## src/pkg/gcfg_defines.svh

```systemverilog
/*
 * Offsets, field positions and reset values of the global configuration
 * register bank. Assumes inclusion by bare name from the design file.
 */
`ifndef GCFG_DEFINES_SVH
`define GCFG_DEFINES_SVH

// Register indices; byte address is four times the index
`define GCFG_IDX_BANK_SEL 8'h00
`define GCFG_IDX_MCFG_ONE 8'h09
`define GCFG_IDX_MCFG_TWO 8'h0A
`define GCFG_IDX_IN_EN 8'h0C
`define GCFG_IDX_OUT_EN 8'h0D
`define GCFG_IDX_PCFG_LO 8'h0E
`define GCFG_IDX_PCFG_HI 8'h0F
`define GCFG_IDX_PSEL0 8'h12
`define GCFG_IDX_PSEL3 8'h15
`define GCFG_IDX_STAT_BASE 8'h40
`define GCFG_IDX_PIN_LEVEL 8'h41
`define GCFG_IDX_STAT_LAST 8'h5F

// Field positions
`define GCFG_SOFT_RST_BIT 7
`define GCFG_XMODE_LSB 0
`define GCFG_EXTSRC_LSB 5
`define GCFG_SEL_REG_LSB 3

// Reset values and masks
`define GCFG_ZERO8 8'h00
`define GCFG_MCFG_ONE_MASK 8'h83
`define GCFG_MCFG_TWO_MASK 8'h60
`define GCFG_EN3_MASK 8'h07

// AXI responses
`define GCFG_RESP_OKAY 2'h0
`define GCFG_RESP_SLVERR 2'h2

`endif

```

## src/pkg/gcfg_pkg.sv

```systemverilog
/*
 * Types of the global configuration register bank.
 * Assumes the defines header is compiled alongside.
 */
package gcfg_pkg;
    typedef enum logic [3:0] {
        GCFG_PIN_IN       = 4'h0,
        GCFG_PIN_IN_INV   = 4'h1,
        GCFG_PIN_OUT_LO   = 4'h2,
        GCFG_PIN_OUT_HI   = 4'h3,
        GCFG_PIN_STAT     = 4'h4,
        GCFG_PIN_STAT_INV = 4'h5,
        GCFG_PIN_STAT_OD0 = 4'h6,
        GCFG_PIN_STAT_OD1 = 4'h7
    } gcfg_pin_mode_e;
    typedef logic [7:0] gcfg_byte_t;
endpackage

```

## src/gcfg_regs.sv

```systemverilog
/*
 * Global configuration register bank with four configurable pins, reached
 * over AXI4-Lite. Assumes one clock, a synchronous active-high reset, an
 * external block supplying status registers 0x40..0x5F (with an implemented
 * bit mask), and pin pads resolved outside from out/oe.
 * Pin drive and bus answers come from flops; the status selection ahead of
 * the pin flops is combinational, so a status change shows one clock later.
 * Writes use only byte lane 0; the upper lanes read as zero.
 * Holding clk_en low freezes everything except the reset paths.
 */
// Local design decision: the AXI4-Lite interface to the registers.
// How it works
// Bit 0 of register 0x00 picks device registers (0) or memory (1).
// The bank selector is write-only and always reads back as zero.
// Soft reset bit in 0x09 holds the core in reset and returns the other fields to default.
// Pin-strapped defaults reload the values caught at hardware reset.
// The two-bit crystal mode selects off, crystal, or external oscillator.
// Bits 6:5 of 0x0A pick the external switch pin when that is enabled.
// Bits 2:0 of 0x0C enable input clocks three, two and one.
// Bits 2:0 of 0x0D enable outputs three, two and one and their logic.
// Codes 0000..0011 give input, inverted input, drive low, drive high.
// Codes 0100..0111 give follow, inverted, low-on-0, low-on-1 status.
// Pin level status reports the live level of every pin.
// 0x0E holds pins 1 and 0, 0x0F holds pins 3 and 2, high nibble first.
// Status pins follow register 0x40 plus the selector in bits 7:3.
// A selection of an unimplemented status bit reads as status 0, so the follow code drives the pin low.
// Bits 2:0 of the select register choose the bit in that register.
// A status pin never follows the pin level status register.
`timescale 1ns/1ns
`include "gcfg_defines.svh"

module gcfg_regs (
    input wire logic ref_clk,
    input wire logic reset,
    input wire logic clk_en,
    // AXI4-Lite slave
    input wire logic [9:0] s_axi_awaddr,
    input wire logic s_axi_awvalid,
    output logic s_axi_awready,
    input wire logic [31:0] s_axi_wdata,
    input wire logic [3:0] s_axi_wstrb,
    input wire logic s_axi_wvalid,
    output logic s_axi_wready,
    output logic [1:0] s_axi_bresp,
    output logic s_axi_bvalid,
    input wire logic s_axi_bready,
    input wire logic [9:0] s_axi_araddr,
    input wire logic s_axi_arvalid,
    output logic s_axi_arready,
    output logic [31:0] s_axi_rdata,
    output logic [1:0] s_axi_rresp,
    output logic s_axi_rvalid,
    input wire logic s_axi_rready,
    // Strap pin for the crystal mode, caught at hardware reset
    input wire logic [1:0] crystal_mode_strap,
    // External status registers 0x40..0x5F, bytes packed by index
    input wire logic [255:0] status_bits,
    input wire logic [255:0] status_impl,
    // General-purpose pins
    input wire logic [3:0] gpio_in,
    output logic [3:0] gpio_out,
    output logic [3:0] gpio_oe,
    // Controls toward the rest of the device
    output logic eeprom_bank_select,
    output logic core_reset,
    output logic [1:0] crystal_pin_mode,
    output logic ext_switch_pin,
    input wire logic ext_switch_enable,
    output logic [2:0] input_clock_enables,
    output logic [2:0] output_clock_enables
);

    // Registers
    logic bank_sel_ff;
    logic soft_rst_ff;
    logic [1:0] strap_ff;
    logic [1:0] xmode_ff;
    logic [1:0] extsrc_ff;
    logic [2:0] in_en_ff;
    logic [2:0] out_en_ff;
    logic [15:0] pcfg_ff;
    logic [31:0] psel_ff;

    // Pin synchroniser and pin drive
    logic [3:0] pin_meta_ff;
    logic [3:0] pin_sync_ff;
    logic [3:0] gpio_out_ff;
    logic [3:0] gpio_oe_ff;

    // Write channel: parked halves and the response
    logic aw_got_ff;
    logic w_got_ff;
    logic [7:0] aw_idx_ff;
    logic [7:0] wdat_ff;
    logic wstb_ff;
    logic bvalid_ff;
    logic [1:0] bresp_ff;

    // Read channel response
    logic rvalid_ff;
    logic [31:0] rdata_ff;
    logic [1:0] rresp_ff;

    // Write channel handshakes; each address/data is held once taken
    wire aw_take = s_axi_awvalid && !aw_got_ff && !bvalid_ff;
    wire w_take = s_axi_wvalid && !w_got_ff && !bvalid_ff;
    wire aw_have = aw_got_ff || aw_take;
    wire w_have = w_got_ff || w_take;
    wire wr_fire = aw_have && w_have && clk_en;
    wire [7:0] wr_idx = aw_got_ff ? aw_idx_ff : s_axi_awaddr[9:2];
    wire [7:0] wr_dat = w_got_ff ? wdat_ff : s_axi_wdata[7:0];
    wire wr_stb = w_got_ff ? wstb_ff : s_axi_wstrb[0];
    // A write with strobe 0 low still answers but changes nothing
    wire wr_en = wr_fire && wr_stb;

    assign s_axi_awready = !aw_got_ff && !bvalid_ff && clk_en;
    assign s_axi_wready = !w_got_ff && !bvalid_ff && clk_en;
    assign s_axi_arready = !rvalid_ff && clk_en;

    // Write decode
    wire sel_bank = wr_idx == `GCFG_IDX_BANK_SEL;
    wire sel_m1 = wr_idx == `GCFG_IDX_MCFG_ONE;
    wire sel_m2 = wr_idx == `GCFG_IDX_MCFG_TWO;
    wire sel_ien = wr_idx == `GCFG_IDX_IN_EN;
    wire sel_oen = wr_idx == `GCFG_IDX_OUT_EN;
    wire sel_plo = wr_idx == `GCFG_IDX_PCFG_LO;
    wire sel_phi = wr_idx == `GCFG_IDX_PCFG_HI;
    // One status select register per pin, in pin order
    wire sel_ps = wr_idx >= `GCFG_IDX_PSEL0 && wr_idx <= `GCFG_IDX_PSEL3;
    wire [1:0] ps_slot = 2'(wr_idx - `GCFG_IDX_PSEL0);
    wire wr_known = sel_bank || sel_m1 || sel_m2 || sel_ien || sel_oen ||
        sel_plo || sel_phi || sel_ps;

    // While soft reset is high every field but that bit is held at default
    // The bus keeps running so software can clear the bit again
    wire hold_rst = reset || soft_rst_ff;

    // Hardware reset catches the strap on its release edge; not gated by
    // clk_en, so the copy always matches what reset loads into the field
    always_ff @(posedge ref_clk) begin
        if (reset) begin
            strap_ff <= crystal_mode_strap;
        end
    end

    // Soft reset bit itself only cleared by hardware reset or software
    always_ff @(posedge ref_clk) begin
        if (reset) begin
            soft_rst_ff <= 1'b0;
        end else if (clk_en && wr_en && sel_m1) begin
            soft_rst_ff <= wr_dat[`GCFG_SOFT_RST_BIT];
        end
    end

    // Configuration fields
    always_ff @(posedge ref_clk) begin
        if (hold_rst) begin
            bank_sel_ff <= 1'b0;
            xmode_ff <= reset ? crystal_mode_strap : strap_ff;
            extsrc_ff <= 2'h0;
            in_en_ff <= 3'h0;
            out_en_ff <= 3'h0;
            pcfg_ff <= 16'h0000;
            psel_ff <= 32'h0000_0000;
        end else if (clk_en && wr_en) begin
            if (sel_bank) begin
                bank_sel_ff <= wr_dat[0];
            end
            if (sel_m1) begin
                xmode_ff <= wr_dat[`GCFG_XMODE_LSB +: 2];
            end
            if (sel_m2) begin
                extsrc_ff <= wr_dat[`GCFG_EXTSRC_LSB +: 2];
            end
            if (sel_ien) begin
                in_en_ff <= wr_dat[2:0];
            end
            if (sel_oen) begin
                out_en_ff <= wr_dat[2:0];
            end
            if (sel_plo) begin
                pcfg_ff[7:0] <= wr_dat;
            end
            if (sel_phi) begin
                pcfg_ff[15:8] <= wr_dat;
            end
            if (sel_ps) begin
                psel_ff[ps_slot*8 +: 8] <= wr_dat;
            end
        end
    end

    // Pin levels pass two flops before any logic reads them
    always_ff @(posedge ref_clk) begin
        if (reset) begin
            pin_meta_ff <= 4'h0;
            pin_sync_ff <= 4'h0;
        end else if (clk_en) begin
            pin_meta_ff <= gpio_in;
            pin_sync_ff <= pin_meta_ff;
        end
    end

    // Per-pin status selection and drive
    logic [3:0] nxt_gpio_out;
    logic [3:0] nxt_gpio_oe;
    generate
        for (genvar p = 0; p < 4; p++) begin : g_pin
            wire [3:0] code = pcfg_ff[p*4 +: 4];
            wire [4:0] reg_sel = psel_ff[p*8 + `GCFG_SEL_REG_LSB +: 5];
            wire [2:0] bit_sel = psel_ff[p*8 +: 3];
            wire [7:0] flat = {reg_sel, bit_sel};
            wire [7:0] sidx = `GCFG_IDX_STAT_BASE + 8'(reg_sel);
            // The pin level register is excluded to avoid a feedback loop
            wire is_lvl = sidx == `GCFG_IDX_PIN_LEVEL;
            wire sval = status_impl[flat] && !is_lvl ?
                status_bits[flat] : 1'b0;

            // Drive pair per code; open-drain codes only ever pull low
            always_comb begin
                nxt_gpio_out[p] = 1'b0;
                nxt_gpio_oe[p] = 1'b0;
                unique case (code)
                    gcfg_pkg::GCFG_PIN_OUT_LO: begin
                        nxt_gpio_oe[p] = 1'b1;
                    end
                    gcfg_pkg::GCFG_PIN_OUT_HI: begin
                        nxt_gpio_out[p] = 1'b1;
                        nxt_gpio_oe[p] = 1'b1;
                    end
                    gcfg_pkg::GCFG_PIN_STAT: begin
                        nxt_gpio_out[p] = sval;
                        nxt_gpio_oe[p] = 1'b1;
                    end
                    gcfg_pkg::GCFG_PIN_STAT_INV: begin
                        nxt_gpio_out[p] = !sval;
                        nxt_gpio_oe[p] = 1'b1;
                    end
                    gcfg_pkg::GCFG_PIN_STAT_OD0: begin
                        nxt_gpio_oe[p] = !sval;
                    end
                    gcfg_pkg::GCFG_PIN_STAT_OD1: begin
                        nxt_gpio_oe[p] = sval;
                    end
                    // Inputs and unused codes leave the pin undriven
                    default: begin
                        nxt_gpio_oe[p] = 1'b0;
                    end
                endcase
            end
        end
    endgenerate

    // Pin drive registered so data outputs come from flops
    always_ff @(posedge ref_clk) begin
        if (hold_rst) begin
            gpio_out_ff <= 4'h0;
            gpio_oe_ff <= 4'h0;
        end else if (clk_en) begin
            gpio_out_ff <= nxt_gpio_out;
            gpio_oe_ff <= nxt_gpio_oe;
        end
    end

    // Pin level status, as synchronised, regardless of mode
    wire [7:0] pin_level = {4'h0, pin_sync_ff};

    // Read decode; bank selector reads zero as it is write-only
    wire [7:0] rd_idx = s_axi_araddr[9:2];
    wire [4:0] rd_sreg = 5'(rd_idx - `GCFG_IDX_STAT_BASE);
    wire rd_stat = rd_idx > `GCFG_IDX_PIN_LEVEL &&
        rd_idx <= `GCFG_IDX_STAT_LAST;
    wire [1:0] rd_slot = 2'(rd_idx - `GCFG_IDX_PSEL0);
    wire rd_ps = rd_idx >= `GCFG_IDX_PSEL0 && rd_idx <= `GCFG_IDX_PSEL3;
    logic [7:0] rd_byte;
    logic rd_ok;
    always_comb begin
        rd_byte = `GCFG_ZERO8;
        rd_ok = 1'b1;
        if (rd_idx == `GCFG_IDX_BANK_SEL) begin
            rd_byte = `GCFG_ZERO8;
        end else if (rd_idx == `GCFG_IDX_MCFG_ONE) begin
            rd_byte = {soft_rst_ff, 5'h00, xmode_ff};
        end else if (rd_idx == `GCFG_IDX_MCFG_TWO) begin
            rd_byte = {1'b0, extsrc_ff, 5'h00};
        end else if (rd_idx == `GCFG_IDX_IN_EN) begin
            rd_byte = {5'h00, in_en_ff};
        end else if (rd_idx == `GCFG_IDX_OUT_EN) begin
            rd_byte = {5'h00, out_en_ff};
        end else if (rd_idx == `GCFG_IDX_PCFG_LO) begin
            rd_byte = pcfg_ff[7:0];
        end else if (rd_idx == `GCFG_IDX_PCFG_HI) begin
            rd_byte = pcfg_ff[15:8];
        end else if (rd_ps) begin
            rd_byte = psel_ff[rd_slot*8 +: 8];
        end else if (rd_idx == `GCFG_IDX_PIN_LEVEL) begin
            rd_byte = pin_level;
        end else if (rd_idx == `GCFG_IDX_STAT_BASE) begin
            rd_byte = status_bits[7:0];
        end else if (rd_stat) begin
            rd_byte = status_bits[rd_sreg*8 +: 8];
        end else begin
            // Unmapped index answers SLVERR with zero data
            rd_ok = 1'b0;
        end
    end

    // Write channel state; response one cycle after both halves arrive
    always_ff @(posedge ref_clk) begin
        if (reset) begin
            aw_got_ff <= 1'b0;
            w_got_ff <= 1'b0;
            aw_idx_ff <= `GCFG_ZERO8;
            wdat_ff <= `GCFG_ZERO8;
            wstb_ff <= 1'b0;
            bvalid_ff <= 1'b0;
            bresp_ff <= `GCFG_RESP_OKAY;
        end else if (clk_en) begin
            if (wr_fire) begin
                aw_got_ff <= 1'b0;
                w_got_ff <= 1'b0;
                bvalid_ff <= 1'b1;
                bresp_ff <= wr_known ? `GCFG_RESP_OKAY : `GCFG_RESP_SLVERR;
            end else begin
                if (aw_take) begin
                    aw_got_ff <= 1'b1;
                    aw_idx_ff <= s_axi_awaddr[9:2];
                end
                if (w_take) begin
                    w_got_ff <= 1'b1;
                    wdat_ff <= s_axi_wdata[7:0];
                    wstb_ff <= s_axi_wstrb[0];
                end
                if (bvalid_ff && s_axi_bready) begin
                    bvalid_ff <= 1'b0;
                end
            end
        end
    end

    // Read channel; data one cycle after the address is taken
    always_ff @(posedge ref_clk) begin
        if (reset) begin
            rvalid_ff <= 1'b0;
            rdata_ff <= 32'h0000_0000;
            rresp_ff <= `GCFG_RESP_OKAY;
        end else if (clk_en) begin
            // arready is !rvalid_ff here, so this is the address handshake
            if (s_axi_arvalid && !rvalid_ff) begin
                rvalid_ff <= 1'b1;
                rdata_ff <= {24'h00_0000, rd_byte};
                rresp_ff <= rd_ok ? `GCFG_RESP_OKAY : `GCFG_RESP_SLVERR;
            end else if (rvalid_ff && s_axi_rready) begin
                rvalid_ff <= 1'b0;
            end
        end
    end

    // Bus answers come straight from their registers
    assign s_axi_bvalid = bvalid_ff;
    assign s_axi_bresp = bresp_ff;
    assign s_axi_rvalid = rvalid_ff;
    assign s_axi_rdata = rdata_ff;
    assign s_axi_rresp = rresp_ff;

    // Pin drive and controls toward the rest of the device
    assign gpio_out = gpio_out_ff;
    assign gpio_oe = gpio_oe_ff;
    assign eeprom_bank_select = bank_sel_ff;
    assign core_reset = hold_rst;
    assign crystal_pin_mode = xmode_ff;
    // Switch source only meaningful while the enable is set; it lags the
    // pad by the two synchroniser clocks
    assign ext_switch_pin = ext_switch_enable &&
        pin_sync_ff[extsrc_ff];
    assign input_clock_enables = in_en_ff;
    assign output_clock_enables = out_en_ff;

endmodule

```

## config.mk

```make
export PLATFORM = sky130hd
export DESIGN_NAME = gcfg_regs
export DESIGN_NICKNAME = d
export VERILOG_FILES = /design/src/pkg/gcfg_pkg.sv /design/src/gcfg_regs.sv
export VERILOG_INCLUDE_DIRS = /design/src /design/src/pkg
export SDC_FILE = /design/constraint.sdc
export NUM_CORES = 1
export LEC_CHECK = 0
export BUFFER_PORTS_ARGS = -buffer_cell sky130_fd_sc_hd__clkbuf_2
export CORE_AREA = 4 4 248 250
export DETAILED_ROUTE_END_ITERATION = 10
export DIE_AREA = 0 0 252 254
export PLACE_DENSITY = 0.53
export SYNTH_ARGS = -nofsm -noshare
export SYNTH_HDL_FRONTEND = slang
export SYNTH_SLANG_ARGS = --single-unit
```

## constraint.sdc

```tcl
create_clock -name ref_clk -period 5.35 [get_ports ref_clk]
set_input_delay 0 -clock ref_clk [delete_from_list [all_inputs] [get_ports ref_clk]]
set_output_delay 0 -clock ref_clk [all_outputs]
set_load 0.005 [all_outputs]
```

==> flow_metrics.tcl, run 1 <==
set metrics [dict create \
    io_buffers 585 \
    clockPowerShare_pct 25.3 \
    vdd_drop_max_uv 165.3 \
    layout-area-overhead-vs-synth_pct 23.28 \
    routed-via-count 20551 \
    root_buffer "clkbuf_16" \
    finalWorstSetupSlack_ns 1.426 \
    hp_class "in2reg" \
    gr-usage-all-layers_pct 33.20 \
    timing.slew.headroom_pct 23.73 \
    power.switching_fraction_pct 37.29 \
    final_routed_drc_violation_total 0 \
    via_per_inst 6.412 \
    seq_power_share_pct 32.3 \
    maxCapViolations 0 \
    first_pass_grt_wire_length_mm 153.2 \
    p_int_mw 1.643 \
    reg2reg_from "psel_ff[25]$_SDFFE_PN0P_" \
    setup_tns_ns 0 \
    timing_worst_slew_pin_value_ns 1.140 \
    setup.worst_path.end_class "flip-flop" \
    clock_buffers_created_by_tritoncts 9 \
    die_w_um 252 \
    outcome "finished, final reports clean" \
    startpoint "psel_ff[25]$_SDFFE_PN0P_" \
    fin_worst_hold_slack_ns 0.08019 \
    globalRouteOverflowTotal 0 \
    antenna_found_initial 10 \
    finalWeightedCongestion 1.001 \
    worstSetupStartpointType "flip-flop" \
    clock_skew_ns 0.009402 \
    core.rowCount 89 \
    cts-htree-levels 3 \
    drive_above_1_share_pct 39.80 \
    power_density_nw_per_um2 123.5 \
    timing.final.crit_share_pct 73.35 \
    synthesis.area_um2 17210 \
    io-pin-count 643 \
    crit_end "gpio_out[3]$_SDFFE_PN0P_" \
    avgRoutedWirePerCell_um 34.81 \
    netlist_top_cells_area "mux4_2, dfxtp_1, nand2_1, mux2i_1, nor2_1" \
    dr.pass1.iters 6 \
    placed_area_um2 20650 \
    leakage_nw 8.260 \
    synth_largest_type_area_fraction_pct 35.33 \
    rsz0062_at_grt "no" \
    worstPathRequired_ns 5.63 \
    ctsResizeCount 0 \
    synth_enable_flop_cells 2 \
    place_inst 3157 \
    crit_arrival_ns 4.20 \
    fp.coreArea_um2 59020 \
    cts_max_path_buffers 2 \
    dp_hpwl_mm 92.16 \
    synth-async-reset-ratio_pct 0 \
    holdCritStartpoint "s_axi_arvalid" \
    remaining_antenna_violation_count 0 \
    maximum_fanout_encountered_on_the_critical_timing_path 16 \
    clock.fmax_mhz 254.8 \
    synth_sequential_area_ratio_pct 12.79 \
    synth_common_cells "nand2_1, mux4_2, nor2_1" \
    tritoncts "built" \
    final_nets 3011 \
    post_synth_num_cell_types 81 \
    postSynthAreaPerCell_um2 8.978 \
    setup.reg_to_reg.worst_slack_ns 1.43 \
    setup_viol 0 \
    pin_count_of_the_biggest_net_entering_global_routing 47 \
    postSynthRegisterBits 109 \
    floorplan.initialDensity_pct 29.16 \
    comb_power_share_pct 42.4 \
    grt_pass1_vias 20384 \
    yosysMostFrequentCell "nand2_1" \
    dominantRegCellSynth "dfxtp_1" \
    fin_cells 3205 \
    die-area_um2 64010 \
    final-max-slew-violation-count 0 \
    detailedPlace.worstSlack_ns 1.494 \
    path_class "reg2reg" \
    clock_latency_ns 0.36 \
    finish.instance_area_um2 21220 \
    post-synth-top-area-cell "mux4_2" \
    critical_path.reg2reg.endpoint "gpio_out[3]$_SDFFE_PN0P_" \
    post_route_minimum_period_ns 3.924 \
    clk_pin_slew_ns 0.08 \
    routed_wl_mm 111.6 \
    net-switching-power_uw 977.1 \
    drt_iter0_drc 2567 \
    chipHeight_um 254 \
    cts.sinks 109 \
    reg2regPathDepth 9 \
    synthesis.instances 1917 \
    final_hold_viol_count 0 \
    cts_setup_buffers 0 \
    total_number_of_yosys_warnings 0 \
]
-- through the flow --
stage	utilization, %	power [mW]
finish	35.95	2.620
CTS	35.93	2.612
detailed placement	34.99	1.936
floorplan	-	1.387
global route	35.94	2.712
global placement	34.99	1.924
-- cell usage in the layout, fill, tap and decap left out, types with 12 or more instances in the layout --
cell type	netlist	final
clkbuf_2	0	583
and2_1	20	20
conb_1	1	26
dlygate4sd3_1	0	27
nor4_1	12	12
nand4_1	19	19
mux4_2	270	270
a211oi_1	27	27
o211ai_1	67	67
nand2b_1	12	12
nor2b_1	19	19
nor2_1	158	158
o2111ai_1	17	17
mux2i_1	82	82
o22ai_1	31	31
mux4_1	12	12
nand2_1	333	333
nand3_1	103	103
o21ai_0	65	65
a31oi_1	13	13
mux2_2	18	18
nor3_1	75	75
buf_4	40	52
dfxtp_1	107	101
inv_1	20	19
a21oi_1	81	81
-- flip-flops by register name, indices dropped and copies added, names as in the netlist, 8 cells and up --
| name | flops |
|---|---|
| wdat_ff | 8 |
| aw_idx_ff | 8 |
| psel_ff | 32 |
| pcfg_ff | 16 |
| s_axi_rdata | 8 |
-- metal layers --
metal | vias up | routed length, um | track usage, %
li1 | 8540 | - | -
met1 | 10300 | 40590 | 40.78
met2 | 1413 | 52140 | 54.48
met3 | 284 | 10820 | 7.154
met4 | 14 | 7953 | 18.36
met5 | - | 81 | 0
-- power groups by stage --
stage	sequential (mW)	combinational [mW]	clock, mW
floorplan	0.857	0.530	0
finish	0.846	1.11	0.664
global placement	0.864	1.06	0
global route	0.848	1.16	0.703
detailed placement	0.865	1.07	0
CTS	0.846	1.09	0.675
-- worst max-delay path: stages (launching register included) --
cell	delay, ns
dfxtp_2	0.79
buf_4	0.35
or2b_1	0.55
o22ai_1	0.17
o41ai_1	0.33
o21ai_0	0.21
a2111o_1	0.44
a32oi_1	0.55
nand4b_1	0.20
a41oi_2	0.22
-- layout make-up --
| cell class | count | area [um^2] |
|---|---|---|
| fill | 6240 | 37800 |
| multi-input combinational | 1610 | 13980 |
| timing repair buffer | 666 | 3659 |
| sequential | 109 | 2210 |
| tap | 773 | 967.2 |
| clock buffer | 10 | 229.0 |
| inverter | 26 | 105.1 |
| clock inverter | 6 | 53.80 |
| antenna | 5 | 12.51 |
-- how the worst min path moves through the flow --
| stage | slack (ns) | cells after the start | endpoint |
|---|---|---|---|
| 2_1_floorplan | 0.11 | 1 | ext_switch_pin |
| 3_3_place_gp | 0.25 | 3 | pin_meta_ff[1]$_SDFFE_PP0P_ |
| 3_5_place_dp | 0.26 | 3 | wdat_ff[4]$_SDFFE_PP0P_ |
| 4_1_cts | 0.07 | 4 | s_axi_rdata[7]$_SDFFE_PP0P_ |
| 5_1_grt | 0.10 | 4 | s_axi_rdata[7]$_SDFFE_PP0P_ |
| 6_report | 0.08 | 4 | s_axi_rdata[7]$_SDFFE_PP0P_ |
-- what timing repair did --
item                                    in CTS  in global routing
endpoints found under the setup margin       0                  0
hold endpoints to repair                    27                  0
hold buffers                                27                  0
-- logic make-up (layout without fill, tap and decap cells) --
group,after synthesis,count (layout),synth area share [%]
simple gates,797,797,20.91
compound gates,390,390,15.58
mux,384,384,43.40
buf+inv,223,708,6.506
flops,109,109,12.79
xor+xnor,7,7,0.3562
fa+ha+maj,6,6,0.4362
other cells,1,31,0.02179
(Power assumes the default switching activity.)
==> run 2: changes to the inputs <==
Settings changed: CORE_AREA 4 4 248 250 to 4 4 250 252, DIE_AREA 0 0 252 254 to 0 0 254 256, PLACE_DENSITY 0.53 to 0.52.
Clock period 5.35 ns to 3.8 ns, I/O delays scaled along.
==> run 2 against run 1 <==
  * Non-clock buffer count increased by 58
  * Cell count increased by 2.1%
  * Sequential cell count unchanged
  * Via count increased by 1.8%
  * Clock power increased by 55%
  * Combinational power increased by 42%
  * Maximum frequency increased by 9.7%
  * Clock-buffer cell count unchanged
  * Critical path type unchanged
  * Critical endpoint is now gpio_out[1]$_SDFFE_PN0P_
==> flow_metrics.tcl, run 2 (synthesis gave the netlist of run 1 again) <==
set metrics [dict create \
    finalWorstSetupSlack_ns 0.2234 \
    hp_class "in2reg" \
    groute.layer.met2.usage_pct 54.23 \
    clock_skew_ns 0.01401 \
    finalWeightedCongestion 1.017 \
    top_usage_layer "met2" \
    die-area_um2 65020 \
    setup.reg_to_reg.worst_slack_ns 0.22 \
    floorplan.initialDensity_pct 28.62 \
    largest_registers "psel_ff: 32 flops, pcfg_ff: 16 flops" \
    detailedPlace.worstSlack_ns 0.3741 \
    power.switching_fraction_pct 36.91 \
    ctsResizeCount 0 \
    critical_path.reg2reg.endpoint "gpio_out[1]$_SDFFE_PN0P_" \
    final_common_cell "clkbuf_2" \
    clock.fmax_mhz 279.6 \
    pin_count_of_the_biggest_net_entering_global_routing 78 \
    fin_cells 3273 \
    clk_pin_slew_ns 0.09 \
    globalRouteOverflowTotal 0 \
    reg2regPathDepth 8 \
    leakage_nw 8.549 \
    global_route.usage.met1_pct 39.26 \
    final_hold_viol_count 0 \
    p_int_mw 2.390 \
    dp_hpwl_mm 92.37 \
    antenna_found_initial 8 \
    startpoint "psel_ff[11]$_SDFFE_PN0P_" \
    drive_above_1_share_pct 41.21 \
    path_class "reg2reg" \
    tritoncts "built" \
    rsz0062_at_grt "no" \
    grt_pass1_vias 20932 \
    maxCapViolations 0 \
    remaining_antenna_violation_count 0 \
    fp.coreArea_um2 60130 \
    setup_viol 0 \
    timing.final.crit_share_pct 94.12 \
    seq_power_share_pct 31.3 \
    place_inst 3224 \
    gr-usage-all-layers_pct 32.73 \
    die_w_um 254 \
    clock_buffers_created_by_tritoncts 9 \
    net-switching-power_mw 1.398 \
    cts_max_path_buffers 2 \
    use_met3_pct 7.672 \
    first_pass_grt_wire_length_mm 154.4 \
    layout-area-overhead-vs-synth_pct 26.21 \
    final_nets 3069 \
    worstSetupStartpointType "flip-flop" \
    clockPowerShare_pct 27.1 \
    core.rowCount 90 \
    number_of_flip_flops_in_the_largest_register 32 \
    drt_iter0_drc 2655 \
    chipHeight_um 256 \
    cts-htree-levels 3 \
    dr.pass1.iters 6 \
    timing_worst_slew_pin_value_ns 1.284 \
    layout.core_utilization_pct 36.12 \
    cts.sinks 109 \
    final_routed_drc_violation_total 0 \
    timing.slew.headroom_pct 11.97 \
    via_per_inst 6.393 \
    root_buffer "clkbuf_16" \
    routed-via-count 20924 \
    setup.worst_path.end_class "flip-flop" \
    setup_tns_ns 0 \
    routed_wl_mm 111.5 \
    comb_power_share_pct 41.7 \
    vdd_drop_max_uv 216.9 \
    io-pin-count 643 \
    crit_arrival_ns 3.83 \
    final-max-slew-violation-count 0 \
    clock_latency_ns 0.37 \
    crit_end "gpio_out[1]$_SDFFE_PN0P_" \
    io_buffers 585 \
    post_route_minimum_period_ns 3.577 \
    avgRoutedWirePerCell_um 34.05 \
    worstPathRequired_ns 4.05 \
    fin_worst_hold_slack_ns 0.05521 \
    top_library_cells_by_usage_in_the_layout_fill_and_taps_aside "clkbuf_2, nand2_1, mux4_2" \
    maximum_fanout_encountered_on_the_critical_timing_path 14 \
    power_density_nw_per_um2 174.4 \
    outcome "finished, final reports clean" \
    reg2reg_from "psel_ff[11]$_SDFFE_PN0P_" \
    largest-register "psel_ff" \
]
run 2: changes by cell type in the layout (fill, tap and decap cells not counted):
cell	previous run	this run
buf_12	4	6
buf_4	52	108
bufinv_16	0	1
clkinv_2	1	0
clkinv_4	2	1
clkinv_8	0	1
clkinvlp_4	0	1
diode_2	5	6
inv_8	2	1
run 2: worst min path at each step:
stage,start,end,cells after the start
after floorplan,ext_switch_enable,ext_switch_pin,1
after global placement,gpio_in[1],pin_meta_ff[1]$_SDFFE_PP0P_,3
after detailed placement,crystal_mode_strap[1],strap_ff[1]$_DFF_P_,2
after CTS,s_axi_araddr[8],s_axi_rresp[1]$_SDFFE_PP0P_,4
after global routing,s_axi_arvalid,s_axi_rdata[7]$_SDFFE_PP0P_,4
final,s_axi_araddr[8],s_axi_rresp[1]$_SDFFE_PP0P_,4
run 2: cell type report:
class / instances / area (um^2)
fillers: 6336 / 38410
multi-input cells: 1610 / 13980
repair buffers: 724 / 4119
flip-flops and latches: 109 / 2210
well taps: 782 / 978.4
clock buffers: 10 / 229.0
inverters: 26 / 105.1
clock inverters: 6 / 82.58
diodes: 6 / 15.01
run 2: per-stage QoR:
stage	total power, mW	instance area (um^2)
after floorplan	1.953	17310
after global placement	2.716	21130
after detailed placement	2.732	21130
after CTS	3.771	21710
after global routing	3.920	21720
final	3.789	21720
run 2: timing repair:
item,CTS,global route
hold buffers,27,0
hold endpoints to repair,27,0
setup buffers,0,0
run 2: metal layers:
| layer | wire length, um | part of all wire [%] | vias up |
|---|---|---|---|
| li1 | - | - | 8675 |
| met1 | 39910 | 36 | 10452 |
| met2 | 53090 | 48 | 1512 |
| met3 | 10970 | 9.8 | 283 |
| met4 | 7474 | 6.7 | 2 |
| met5 | 18 | 0.016 | - |
run 2: power groups by stage:
stage | Clock (mW) | Combinational (mW) | Sequential, mW
2_1_floorplan | 0 | 0.747 | 1.21
3_3_place_gp | 0 | 1.51 | 1.21
3_5_place_dp | 0 | 1.52 | 1.21
4_1_cts | 1.04 | 1.55 | 1.18
5_1_grt | 1.08 | 1.65 | 1.19
6_report | 1.03 | 1.58 | 1.18
run 2: critical path, stage by stage (launching register included):
cell and delay (ns):
dfxtp_2 0.68, mux4_2 0.58, mux4_2 0.51, mux2i_1 0.31, nor3_1 0.09, a211oi_1 0.35, nand4b_1 0.42, xnor2_1 0.25
a41o_1 0.24
